File: src/shared/uv_limit_pkg.sv
// Purpose: Constants for the undervoltage torque limiter.
// Assumes: 100 MHz clk_sys, Avalon-MM register access with 32-bit data.
// Notes: Register offsets are byte addresses of aligned words.
// How it works
// - Enabled detection plus low bus voltage raises warning and limits motor current.
// - Select value 0, the reset default, detects and reports no undervoltage.
// - Select value 1 reports the warning; the host does the torque limiting.
// - Select value 2 reports the warning and limits torque inside the block.
// - Drive mode: torque clamped to the configured level while warning is active.
// - Drive mode: after release the limit rises gradually over release time.
// - Limit level 10 to 100 percent, default 50, effective immediately.
// - Release time 10 to 1000 ms, default 100, effective immediately.
// - Supply loss shorter than hold time (20 to 50000 ms) keeps servo on.
// - Supply loss longer than hold time drops servo ready and servo on.
package uv_limit_pkg;
	localparam logic [7:0]  ADDR_SELECT   = 8'h00;
	localparam logic [7:0]  ADDR_LEVEL    = 8'h04;
	localparam logic [7:0]  ADDR_RELEASE  = 8'h08;
	localparam logic [7:0]  ADDR_HOLD     = 8'h0C;
	localparam logic [7:0]  ADDR_STATUS   = 8'h10;
	localparam logic [7:0]  ADDR_IRQ_STAT = 8'h14;
	localparam logic [7:0]  ADDR_IRQ_MASK = 8'h18;
	localparam logic [7:0]  ADDR_LIMIT    = 8'h1C;
	localparam logic [1:0]  SEL_OFF       = 2'h0;
	localparam logic [1:0]  SEL_HOST      = 2'h1;
	localparam logic [1:0]  SEL_DRIVE     = 2'h2;
	localparam logic [15:0] LEVEL_MIN     = 16'h000A;
	localparam logic [15:0] LEVEL_MAX     = 16'h0064;
	localparam logic [15:0] LEVEL_RESET   = 16'h0032;
	localparam logic [15:0] RELEASE_MIN   = 16'h000A;
	localparam logic [15:0] RELEASE_MAX   = 16'h03E8;
	localparam logic [15:0] RELEASE_RESET = 16'h0064;
	localparam logic [15:0] HOLD_MIN      = 16'h0014;
	localparam logic [15:0] HOLD_MAX      = 16'hC350;
	localparam logic [15:0] HOLD_RESET    = 16'h0014;
	localparam logic [15:0] FULL_TORQUE   = 16'h0064;
	localparam int          CLK_HZ        = 100000000;
	localparam int          TICK_MS       = 1;
	localparam int          TICK_CYCLES   = CLK_HZ / 1000 * TICK_MS;
	localparam int          IRQ_WARN_SET  = 0;
	localparam int          IRQ_WARN_CLR  = 1;
	localparam int          IRQ_TRIP      = 2;
	localparam int          IRQ_BITS      = 3;

	typedef enum logic [1:0] {ST_NORMAL, ST_LIMIT, ST_RAMP} lim_state_t;

	// Clamps a written value into its legal range.
	function automatic logic [15:0] clamp16(input logic [15:0] v, input logic [15:0] lo,
		input logic [15:0] hi);
		clamp16 = (v < lo) ? lo : ((v > hi) ? hi : v);
	endfunction
endpackage
File: src/hdl/ms_tick.sv
// Purpose: Millisecond tick generator for the limiter timers.
// Assumes: Synchronous active-high reset.
// Notes: Count is a parameter so simulation can shorten it.
`timescale 1ns/10ps
`default_nettype none
module ms_tick #(
	parameter int CYCLES = 100000
) (
	input  wire logic clk_sys, // System clock.
	input  wire logic srst,    // Synchronous reset.
	output logic      tick     // One-cycle pulse each millisecond.
);
	logic [31:0] count;
	wire         wrap = (count == 32'(CYCLES - 1));

	always_ff @(posedge clk_sys)
	begin
		if (srst)
			count <= 32'h0;
		else
			count <= wrap ? 32'h0 : count + 32'h1;
	end

	always_ff @(posedge clk_sys)
	begin
		if (srst)
			tick <= 1'b0;
		else
			tick <= wrap;
	end
endmodule
`default_nettype wire

File: src/hdl/uv_torque_limiter.sv
// Purpose: Undervoltage detection with host or drive torque limiting and power-loss hold.
// Assumes: Bus voltage comparator and supply-loss detect arrive as synchronous levels.
// Notes: Registers are reached over Avalon-MM; every access answers one cycle late.
//
// Local design decisions: the register addresses and the Avalon-MM register port.
`timescale 1ns/10ps
`default_nettype none
module uv_torque_limiter
#(
	parameter int TICK_COUNT = uv_limit_pkg::TICK_CYCLES
) (
	input  wire logic        clk_sys,           // System clock, 100 MHz.
	input  wire logic        srst,              // Synchronous reset, active high.
	input  wire logic [7:0]  avs_address,       // Byte address.
	input  wire logic        avs_read,          // Read request.
	input  wire logic        avs_write,         // Write request.
	input  wire logic [31:0] avs_writedata,     // Write data.
	input  wire logic [3:0]  avs_byteenable,    // Byte enables.
	output logic [31:0]      avs_readdata,      // Read data.
	output logic             avs_waitrequest,   // Stall until answer.
	input  wire logic        bus_low,           // DC bus below threshold.
	input  wire logic        supply_lost,       // Main supply interrupted.
	input  wire logic        servo_on_request,  // Host servo on command.
	input  wire logic        servo_off_command, // Host servo off command.
	output logic             uv_warning,        // Undervoltage warning.
	output logic             torque_limit_en,   // Internal torque clamp active.
	output logic [15:0]      torque_limit,      // Torque limit, percent of rated.
	output logic             servo_ready,       // Servo ready.
	output logic             servo_energized,   // Motor energized.
	output logic             irq                // Level interrupt.
);
	import uv_limit_pkg::*;

	logic [1:0]          undervoltage_handling_select;
	logic [15:0]         undervoltage_torque_limit_level;
	logic [15:0]         torque_limit_release_time;
	logic [15:0]         power_loss_hold_time;
	logic [IRQ_BITS-1:0] irq_status;
	logic [IRQ_BITS-1:0] irq_mask;
	logic                answered;
	lim_state_t          state;
	logic [15:0]         ramp_ms;
	logic [15:0]         loss_ms;
	logic                tripped;
	logic                warn_d;
	logic                tick;

	ms_tick #(.CYCLES(TICK_COUNT)) u_tick (
		.clk_sys (clk_sys),
		.srst    (srst),
		.tick    (tick)
	);

	// A request is answered in the cycle after it appears.
	wire access   = (avs_read || avs_write) && !answered;
	wire wr       = avs_write && answered;
	wire wr_sel   = wr && (avs_address == ADDR_SELECT) && avs_byteenable[0];
	wire wr_level = wr && (avs_address == ADDR_LEVEL) && (&avs_byteenable[1:0]);
	wire wr_rel   = wr && (avs_address == ADDR_RELEASE) && (&avs_byteenable[1:0]);
	wire wr_hold  = wr && (avs_address == ADDR_HOLD) && (&avs_byteenable[1:0]);
	wire wr_istat = wr && (avs_address == ADDR_IRQ_STAT) && avs_byteenable[0];
	wire wr_imask = wr && (avs_address == ADDR_IRQ_MASK) && avs_byteenable[0];
	wire [15:0] wdata16 = avs_writedata[15:0];

	assign avs_waitrequest = (avs_read || avs_write) && !answered;

	always_ff @(posedge clk_sys)
	begin
		if (srst)
			answered <= 1'b0;
		else
			answered <= access;
	end

	// Out-of-range select values fall back to off.
	wire [1:0] sel_new = (wdata16[1:0] == 2'h3) ? SEL_OFF : wdata16[1:0];

	always_ff @(posedge clk_sys)
	begin
		if (srst)
		begin
			undervoltage_handling_select    <= SEL_OFF;
			undervoltage_torque_limit_level <= LEVEL_RESET;
			torque_limit_release_time       <= RELEASE_RESET;
			power_loss_hold_time            <= HOLD_RESET;
			irq_mask                        <= '0;
		end
		else
		begin
			if (wr_sel)
				undervoltage_handling_select <= sel_new;
			if (wr_level)
				undervoltage_torque_limit_level <= clamp16(wdata16, LEVEL_MIN, LEVEL_MAX);
			if (wr_rel)
				torque_limit_release_time <= clamp16(wdata16, RELEASE_MIN, RELEASE_MAX);
			if (wr_hold)
				power_loss_hold_time <= clamp16(wdata16, HOLD_MIN, HOLD_MAX);
			if (wr_imask)
				irq_mask <= avs_writedata[IRQ_BITS-1:0];
		end
	end

	// Warning follows the bus comparator only when detection is enabled.
	wire detect_on = (undervoltage_handling_select != SEL_OFF);
	wire next_warn = detect_on && bus_low;
	wire drive_mode = (undervoltage_handling_select == SEL_DRIVE);

	always_ff @(posedge clk_sys)
	begin
		if (srst)
			warn_d <= 1'b0;
		else
			warn_d <= next_warn;
	end
	assign uv_warning = warn_d;

	// Linear ramp: level + (100 - level) * elapsed / release time.
	wire [15:0] span      = FULL_TORQUE - undervoltage_torque_limit_level;
	wire [31:0] ramp_prod = 32'(span) * 32'(ramp_ms);
	wire [15:0] ramp_add  = 16'(ramp_prod / 32'(torque_limit_release_time));
	wire        ramp_done = (ramp_ms >= torque_limit_release_time);

	always_ff @(posedge clk_sys)
	begin
		if (srst)
		begin
			state   <= ST_NORMAL;
			ramp_ms <= 16'h0;
		end
		else if (!drive_mode)
		begin
			state   <= ST_NORMAL;
			ramp_ms <= 16'h0;
		end
		else
		begin
			case (state)
				ST_NORMAL:
					if (warn_d)
						state <= ST_LIMIT;
				ST_LIMIT:
					if (!warn_d)
					begin
						state   <= ST_RAMP;
						ramp_ms <= 16'h0;
					end
				ST_RAMP:
					if (warn_d)
						state <= ST_LIMIT;
					else if (ramp_done)
						state <= ST_NORMAL;
					else if (tick)
						ramp_ms <= ramp_ms + 16'h1;
				default:
					state <= ST_NORMAL;
			endcase
		end
	end

	// Level changes apply at once because the output is recomputed every cycle.
	always_ff @(posedge clk_sys)
	begin
		if (srst)
		begin
			torque_limit    <= FULL_TORQUE;
			torque_limit_en <= 1'b0;
		end
		else
		begin
			case (state)
				ST_LIMIT:
				begin
					torque_limit    <= undervoltage_torque_limit_level;
					torque_limit_en <= 1'b1;
				end
				ST_RAMP:
				begin
					torque_limit    <= ramp_done ? FULL_TORQUE
						: undervoltage_torque_limit_level + ramp_add;
					torque_limit_en <= !ramp_done;
				end
				default:
				begin
					torque_limit    <= FULL_TORQUE;
					torque_limit_en <= 1'b0;
				end
			endcase
		end
	end

	// Supply loss timer; a trip holds until the supply returns.
	// Counting one tick past the hold time keeps a partial first millisecond from tripping early.
	wire hold_expired = (loss_ms > power_loss_hold_time);

	always_ff @(posedge clk_sys)
	begin
		if (srst)
		begin
			loss_ms <= 16'h0;
			tripped <= 1'b0;
		end
		else if (!supply_lost)
		begin
			loss_ms <= 16'h0;
			tripped <= 1'b0;
		end
		else
		begin
			if (tick && !hold_expired)
				loss_ms <= loss_ms + 16'h1;
			if (hold_expired)
				tripped <= 1'b1;
		end
	end

	// The host's servo off acts at once; the hold time never delays it.
	always_ff @(posedge clk_sys)
	begin
		if (srst)
		begin
			servo_ready     <= 1'b0;
			servo_energized <= 1'b0;
		end
		else
		begin
			servo_ready     <= !tripped;
			servo_energized <= !tripped && servo_on_request && !servo_off_command;
		end
	end

	// Sticky events; a new event beats a simultaneous write-one clear.
	wire [IRQ_BITS-1:0] events = {
		supply_lost && hold_expired && !tripped,
		warn_d && !next_warn,
		next_warn && !warn_d};
	wire [IRQ_BITS-1:0] clr = wr_istat ? avs_writedata[IRQ_BITS-1:0] : '0;

	always_ff @(posedge clk_sys)
	begin
		if (srst)
			irq_status <= '0;
		else
			irq_status <= (irq_status & ~clr) | events;
	end
	assign irq = |(irq_status & irq_mask);

	wire [31:0] rd_mux =
		(avs_address == ADDR_SELECT)   ? {30'h0, undervoltage_handling_select} :
		(avs_address == ADDR_LEVEL)    ? {16'h0, undervoltage_torque_limit_level} :
		(avs_address == ADDR_RELEASE)  ? {16'h0, torque_limit_release_time} :
		(avs_address == ADDR_HOLD)     ? {16'h0, power_loss_hold_time} :
		(avs_address == ADDR_STATUS)   ? {27'h0, servo_energized, servo_ready, tripped,
			torque_limit_en, warn_d} :
		(avs_address == ADDR_IRQ_STAT) ? {29'h0, irq_status} :
		(avs_address == ADDR_IRQ_MASK) ? {29'h0, irq_mask} :
		(avs_address == ADDR_LIMIT)    ? {16'h0, torque_limit} : 32'h0;

	always_ff @(posedge clk_sys)
	begin
		if (srst)
			avs_readdata <= 32'h0;
		else if (access && avs_read)
			avs_readdata <= rd_mux;
	end

	property warn_off_p;
		@(posedge clk_sys) disable iff (srst)
		(undervoltage_handling_select == SEL_OFF) |=> !uv_warning;
	endproperty
	warn_off_a: assert property (warn_off_p) else $error("warning while detection off");

	warn_follow_a: assert property (@(posedge clk_sys) disable iff (srst)
		(detect_on && bus_low) |=> uv_warning) else $error("warning missed");

	host_noclamp_a: assert property (@(posedge clk_sys) disable iff (srst)
		(undervoltage_handling_select == SEL_HOST) [*3] |-> !torque_limit_en)
		else $error("clamp in host mode");

	clamp_level_a: assert property (@(posedge clk_sys) disable iff (srst)
		(drive_mode && uv_warning) [*3] |-> torque_limit == $past(undervoltage_torque_limit_level))
		else $error("clamp not at level");

	ramp_mono_a: assert property (@(posedge clk_sys) disable iff (srst)
		(state == ST_RAMP && $past(state) == ST_RAMP && $stable(undervoltage_torque_limit_level)
		&& $stable(torque_limit_release_time))
		|-> torque_limit >= $past(torque_limit)) else $error("ramp fell");

	ramp_start_a: assert property (@(posedge clk_sys) disable iff (srst)
		(state == ST_LIMIT && drive_mode && !warn_d) |=> ##1 torque_limit_en)
		else $error("limit dropped at release");

	level_range_a: assert property (@(posedge clk_sys) disable iff (srst)
		undervoltage_torque_limit_level >= LEVEL_MIN && undervoltage_torque_limit_level <= LEVEL_MAX)
		else $error("level out of range");

	release_range_a: assert property (@(posedge clk_sys) disable iff (srst)
		torque_limit_release_time >= RELEASE_MIN && torque_limit_release_time <= RELEASE_MAX)
		else $error("release out of range");

	hold_keep_a: assert property (@(posedge clk_sys) disable iff (srst)
		(supply_lost && !hold_expired && !tripped) |=> servo_ready) else $error("early trip");

	trip_drop_a: assert property (@(posedge clk_sys) disable iff (srst)
		tripped |=> !servo_ready && !servo_energized) else $error("servo kept on");

	off_cmd_a: assert property (@(posedge clk_sys) disable iff (srst)
		servo_off_command |=> !servo_energized) else $error("servo off ignored");

	drive_limit_c: cover property (@(posedge clk_sys) disable iff (srst)
		drive_mode && state == ST_LIMIT ##1 state == ST_RAMP);
	ramp_end_c: cover property (@(posedge clk_sys) disable iff (srst)
		state == ST_RAMP ##1 state == ST_NORMAL);
	trip_c: cover property (@(posedge clk_sys) disable iff (srst) $rose(tripped));
	irq_c: cover property (@(posedge clk_sys) disable iff (srst) $rose(irq));
endmodule
`default_nettype wire

File: config.mk
export PLATFORM = sky130hd
export DESIGN_NAME = uv_torque_limiter
export DESIGN_NICKNAME = d
export VERILOG_FILES = /design/src/shared/uv_limit_pkg.sv /design/src/hdl/ms_tick.sv /design/src/hdl/uv_torque_limiter.sv
export SDC_FILE = /design/constraint.sdc
export NUM_CORES = 2
export LEC_CHECK = 0
export BUFFER_PORTS_ARGS = -buffer_cell sky130_fd_sc_hd__buf_4
export CAP_MARGIN = 20
export CORE_ASPECT_RATIO = 0.7
export CORE_MARGIN = 2
export CORE_UTILIZATION = 55
export DETAILED_ROUTE_END_ITERATION = 10
export GPL_ROUTABILITY_DRIVEN = 0
export GPL_TIMING_DRIVEN = 0
export PLACE_DENSITY = 0.72
export RECOVER_POWER = 25
export SYNTH_ARGS = -nofsm -noshare
export SYNTH_HDL_FRONTEND = slang
export SYNTH_SLANG_ARGS = --single-unit
File: constraint.sdc
create_clock -name clk_sys -period 258.1 [get_ports clk_sys]
set_input_delay 12.905 -clock clk_sys [delete_from_list [all_inputs] [get_ports clk_sys]]
set_output_delay 12.905 -clock clk_sys [all_outputs]
set_load 0.005 [all_outputs]
Word level (Yosys, flattened, before mapping) --
Index checks and enable logic that the tools add are counted.
Storage, ports and cells: register bits 177, bits of input ports 52, output and inout port bits 54, word-level logic and storage cells 128
Operators by class: add/sub/neg operators 5, $mul 1, divide/modulo/power cells 1, $lt $le $gt $ge 7, eq/ne operators 18, muxes and demuxes 29, bitwise logic cells 6, reductions and logical operators 42
Operators by type and width (number):
- $mux 16 | 19
- $pmux 16 s2 | 2
- $add 16x1->16 const B | 2
- $add 32x1->32 const B | 1
- $div 32x16->32 | 1
- $eq 32x17->1 const B | 1
- $eq 8x5->1 const B | 4
- $mul 16x16->32 | 1
- $logic_and 1x1->1 | 23
- $add 16x16->16 | 1
- $eq 8x4->1 const B | 2
- $ge 16x16->1 | 1
- $gt 16x10->1 const B | 1
- $gt 16x16->1 | 1
- $gt 16x16->1 const B | 1
- $gt 16x7->1 const B | 1
- $lt 16x4->1 const B | 1
- $lt 16x5->1 const B | 1
- $sub 7x16->16 const A | 1
- $mux 2 | 5
- $eq 8x3->1 const B | 1
- $logic_not 8->1 | 1
- $ne 2x2->1 const B | 4
- $logic_not 1->1 | 7
- other kinds (19) | 26

Logic depth before layout (Yosys ltp) --
depth in word-level cells 9, gate-level depth with buffers 547, mapped depth without buffers 514

Cells and area by module --
From an unflattened synthesis, not the netlist that was laid out.
Unflattened totals: cell total of the unflattened synthesis 5249, area, all modules 39685.6 um^2
By module, submodules not included:
- uv_torque_limiter | times used 1, cells each 5070, area an instance 38149.1 um^2
- ms_tick | times used 1, cells each 179, area an instance 1536.5 um^2

Worst setup path before layout --
Ideal clock, no wire load.
path type register -> register, start reg undervoltage_torque_limit_level[0], end reg torque_limit[15], setup time 0.121 ns, arrival 102.586 ns, setup slack 155.393 ns, stages on the path, launching flop included 526, path buffers 51, cells stage by stage dfxtp_1 -> clkbuf_1 -> clkbuf_1 -> inv_1 -> ha_1 -> inv_1 -> a21oi_1 -> nand2b_1 -> nand3_1 -> nand2_1 -> xor2_1 -> clkbuf_1 -> nand2_1 -> fa_1 -> fa_1 -> inv_1 -> fa_1 -> fa_1 -> [490 not listed] -> a21oi_1 -> nor2b_1 -> o21a_1 -> o21a_1 -> o21a_1 -> nor2_1 -> o21bai_1 -> a21oi_1 -> o21bai_1 -> a21oi_1 -> o21bai_1 -> a21oi_1 -> o21bai_1 -> a21oi_1 -> xnor2_1 -> a21o_1 -> a22oi_1 -> nor2_1
Between the ends: cells in the longest elaborated chain, start to end 6
RTL lines:
- start, declared | RTL line uv_torque_limiter.sv:35 | logic [15:0] undervoltage_torque_limit_level;
- start signal, assigned | RTL line uv_torque_limiter.sv:93 | undervoltage_torque_limit_level <= clamp16(wdata16, LEVEL_MIN, LEVEL_MAX);
- $sub 7x16->16 | RTL line uv_torque_limiter.sv:118 | wire [15:0] span = FULL_TORQUE - undervoltage_torque_limit_level;
- $mul 16x16->32 | RTL line uv_torque_limiter.sv:119 | wire [31:0] ramp_prod = 32'(span) * 32'(ramp_ms);
- $div 32x16->32 | RTL line uv_torque_limiter.sv:120 | wire [15:0] ramp_add = 16'(ramp_prod / 32'(torque_limit_release_time));
- $add 16x16->16 * | RTL line uv_torque_limiter.sv:179 | : undervoltage_torque_limit_level + ramp_add;
- $mux 16 * | RTL line uv_torque_limiter.sv:178 | torque_limit <= ramp_done ? FULL_TORQUE
- $pmux 16 s2 * | RTL line uv_torque_limiter.sv:170 | case (state)
- end signal, assigned | RTL line uv_torque_limiter.sv:173 | torque_limit <= undervoltage_torque_limit_level;
- end signal, assigned | RTL line uv_torque_limiter.sv:178
- end, declared | RTL line uv_torque_limiter.sv:27 | output logic [15:0] torque_limit,
Every way passes the cells marked *; elsewhere a longest branch is shown, timed or not. A chain may end at the register's enable or synchronous reset.

Worst setup path in the final report --
Same ends and word-level chain as after synthesis.

==> results_dict.tcl <==
set metrics [dict create \
    status "complete, no violations" \
    die_area_sq_um 72400 \
    synth-edff-count 0 \
    grt_pass1_vias 35200 \
    rsz0062_at_grt "no" \
    drt_iter0_markers 3813 \
    cp_slowest_stage_delay_ns 1.12 \
    wl_per_cell_um 18.8 \
    overflow 0 \
    h-tree-depth 4 \
    yosysWarnings 0 \
    dieHeight_um 226 \
    syn-cell-area_sq_um 38600 \
    worst_ep_required_time_ns 258.45 \
    async_flop_share_pct 0 \
    min_period_ns 128.22 \
    path_clk_slew_ns 0.08 \
    ioPinCount 106 \
    max_freq_ghz 0.00780 \
    grt_max_degree 32 \
    postCtsSetupBuffers 0 \
    min_path_type "reg -> reg" \
    grt_use_total_pct 31.8 \
    drt_first_pass_iters 8 \
    num_rows 81 \
    holdPathStages 1 \
    ys_seq_area_share_pct 8.35 \
    fin_tns_setup_ns 0 \
    fillers 6446 \
    hold_violations 0 \
    multi_input_area_sq_um 33400 \
    cts_tree "done" \
    cts.path.max_buffers 2 \
    synthDistinctLibCells 124 \
    fin_nets 6074 \
    critical_path_class "reg -> reg" \
    ys_ff_latch 161 \
    worstSetupStartpointType "register" \
    drive_above_1_share_pct 6.68 \
    numCtsBuffers 17 \
    clock_skew_ns 0.0217 \
    regArea_sq_um 3220 \
    min_period_over_period_pct 49.7 \
    drv_cap 0 \
    core_area_sq_um 69600 \
    via_count 38500 \
    rrSetupSlack_ns 129.88 \
    synth.avg_cell_area_sq_um 7.48 \
    ctsRootBufferMaster "clkbuf_16" \
    hp-start "u_tick.count[0]" \
    r2r_cells 524 \
    worstSkewPairLatency_ns 0.47 \
    clock-sinks 161 \
    critPathMostFrequentCell "o21a_1" \
    r2r_end "torque_limit[15]" \
    slew-limit-headroom_pct 8.84 \
    start_util_pct 55.4 \
    grt_antenna_before_repair 1 \
    place.port_buffers 67 \
    setup_viol 0 \
    hpwl_mm 95.6 \
    r2r_start "undervoltage_torque_limit_level[0]" \
    fp.dieW_um 321 \
    synthFlopType "dfxtp_1" \
    syn2layout_area_growth_pct 6.77 \
    post_cts_resized 0 \
    crit_slowest_cell "a221oi_1" \
    synthCells 5159 \
    hold_buffers 0 \
    worst_hold_path.endpoint "u_tick.count[0]" \
    worstPathArrival_ns 128.57 \
    route.detailed.drc 0 \
    drt_wl_total_mm 117 \
    path_max_fanout 10 \
    end_kind "register" \
    drv_slew 0 \
    grt_pass1_wl_mm 188 \
    via_per_inst 6.21 \
    tightest_slew_ns 1.37 \
    drtAntennaViolNets 0 \
]
-- cells in the final DEF, fill, tap and decap left out, drive strengths merged, types with 17 or more instances in the layout --
master	instances
xor2	122
mux2	81
a21oi	307
a22o	17
or2	50
and2	183
o211ai	39
nand4	39
dfxtp	161
nand2b	64
o21a	227
o21ai	229
a221oi	20
a22oi	33
and3	41
ha	553
fa	195
o31ai	120
o21bai	23
nor2b	44
nand3	91
a211oi	39
nand2	536
a21o	98
a31oi	41
inv	341
clkbuf	189
xnor2	136
mux2i	30
nor4	25
buf	94
or3	46
nor2	507
nor3	284
-- cells in the mapped netlist, drive strengths merged (12+ instances only) --
| library cell | count | area [sq um] |
|---|---|---|
| nor2b | 44 | 275 |
| o21bai | 23 | 173 |
| dfxtp | 161 | 3220 |
| nand2 | 536 | 2010 |
| nand4 | 39 | 259 |
| o31ai | 120 | 920 |
| inv | 335 | 1260 |
| or4 | 12 | 93.8 |
| a31oi | 41 | 257 |
| a211oi | 39 | 333 |
| nor2 | 507 | 1930 |
| and2 | 183 | 1140 |
| nor3 | 284 | 1440 |
| a21boi | 15 | 116 |
| nor4 | 25 | 169 |
| a221oi | 20 | 175 |
| buf | 43 | 234 |
| nand2b | 64 | 400 |
| o221ai | 12 | 111 |
| nand3 | 91 | 460 |
| nor3b | 12 | 95.1 |
| o211a | 13 | 138 |
| o211ai | 39 | 303 |
| a2111oi | 12 | 113 |
| o22ai | 12 | 75.1 |
| and3 | 41 | 257 |
| ha | 553 | 6920 |
| xnor2 | 136 | 1190 |
| fa | 195 | 3900 |
| o21ai | 229 | 1160 |
| o21a | 227 | 1710 |
| mux2 | 81 | 916 |
| a21o | 98 | 736 |
| or2 | 50 | 313 |
| or3 | 46 | 288 |
| clkbuf | 142 | 533 |
| mux2i | 30 | 308 |
| a22o | 17 | 149 |
| a22oi | 33 | 248 |
| xor2 | 122 | 1070 |
| a21oi | 307 | 1550 |
-- worst max-delay path, delay by kind of cell (launching register included) --
| kind | cells | cell delay, ns |
|---|---|---|
| simple gates | 113 | 21.17 |
| fa+ha+maj | 41 | 13.98 |
| flops | 1 | 0.58 |
| compound gates | 295 | 68.78 |
| mux | 3 | 1.01 |
| buf+inv | 69 | 21.24 |
| xor+xnor | 3 | 1.13 |
-- routing by layer --
layer	track usage (%)	up-vias	routed length (um)
li1	-	18800	-
met4	6.47	4	2510
met5	0	-	22
met2	44.9	1601	45400
met1	47.9	17900	56000
met3	8.39	174	12900
-- worst max-delay path by stage --
stage	from	end	slack [ns]	depth (start not counted)
4_1_cts	undervoltage_torque_limit_level[0]	torque_limit[15]	132.54	523
3_3_place_gp	undervoltage_torque_limit_level[0]	torque_limit[15]	133.47	517
3_5_place_dp	undervoltage_torque_limit_level[0]	torque_limit[15]	133.04	523
2_1_floorplan	undervoltage_torque_limit_level[0]	torque_limit[15]	155.39	525
5_1_grt	undervoltage_torque_limit_level[0]	torque_limit[15]	120.53	526
6_report	undervoltage_torque_limit_level[0]	torque_limit[15]	129.88	524
-- cell type report --
cell class	count	area share [%]
diodes	1	0.00607
clock inverters	15	0.513
flip-flops and latches	161	7.82
inverters	337	3.07
repair buffers	81	1.87
multi-input cells	4491	81.1
clock buffers	17	1.03
plain buffers	185	1.86
well taps	913	2.77
-- flip-flops by register name, summed over array words and instances, names as in the netlist, 2 cells and up --
register,count
undervoltage_handling_select,2
power_loss_hold_time,16
state,2
u_tick.count,32
undervoltage_torque_limit_level,16
torque_limit,16
irq_status,3
torque_limit_release_time,16
loss_ms,16
ramp_ms,16
irq_mask,3
avs_readdata,16
-- stage by stage --
stage / utilization [%] / hold WS [ns] / area, sq um / std cells / worst slack [ns]
floorplan: - / 0.430 / 38700 / 5174 / 155.39
global placement: 57.9 / 0.444 / 40300 / 6154 / 133.47
detailed placement: 58.3 / 0.453 / 40600 / 6168 / 133.04
CTS: 59.2 / 0.471 / 41200 / 6200 / 132.54
global route: 59.2 / 0.496 / 41200 / 6200 / 120.53
finish: 59.2 / 0.471 / 41200 / 6201 / 129.88
-- logic make-up (layout without fill, tap and decap cells) --
logic type	after synthesis	after routing	share of synthesized area, %
simple gates	1976	1976	24.7
compound gates	1374	1374	24.3
fa+ha+maj	752	752	28.1
buf+inv	522	635	5.27
xor+xnor	258	258	5.85
flops	161	161	8.35
mux	115	115	3.40
other cells	1	17	0.00971
Power is left out: the tool's default activity adds up to more than one toggle a clock period on the data nets, which glitch-free logic cannot reach.
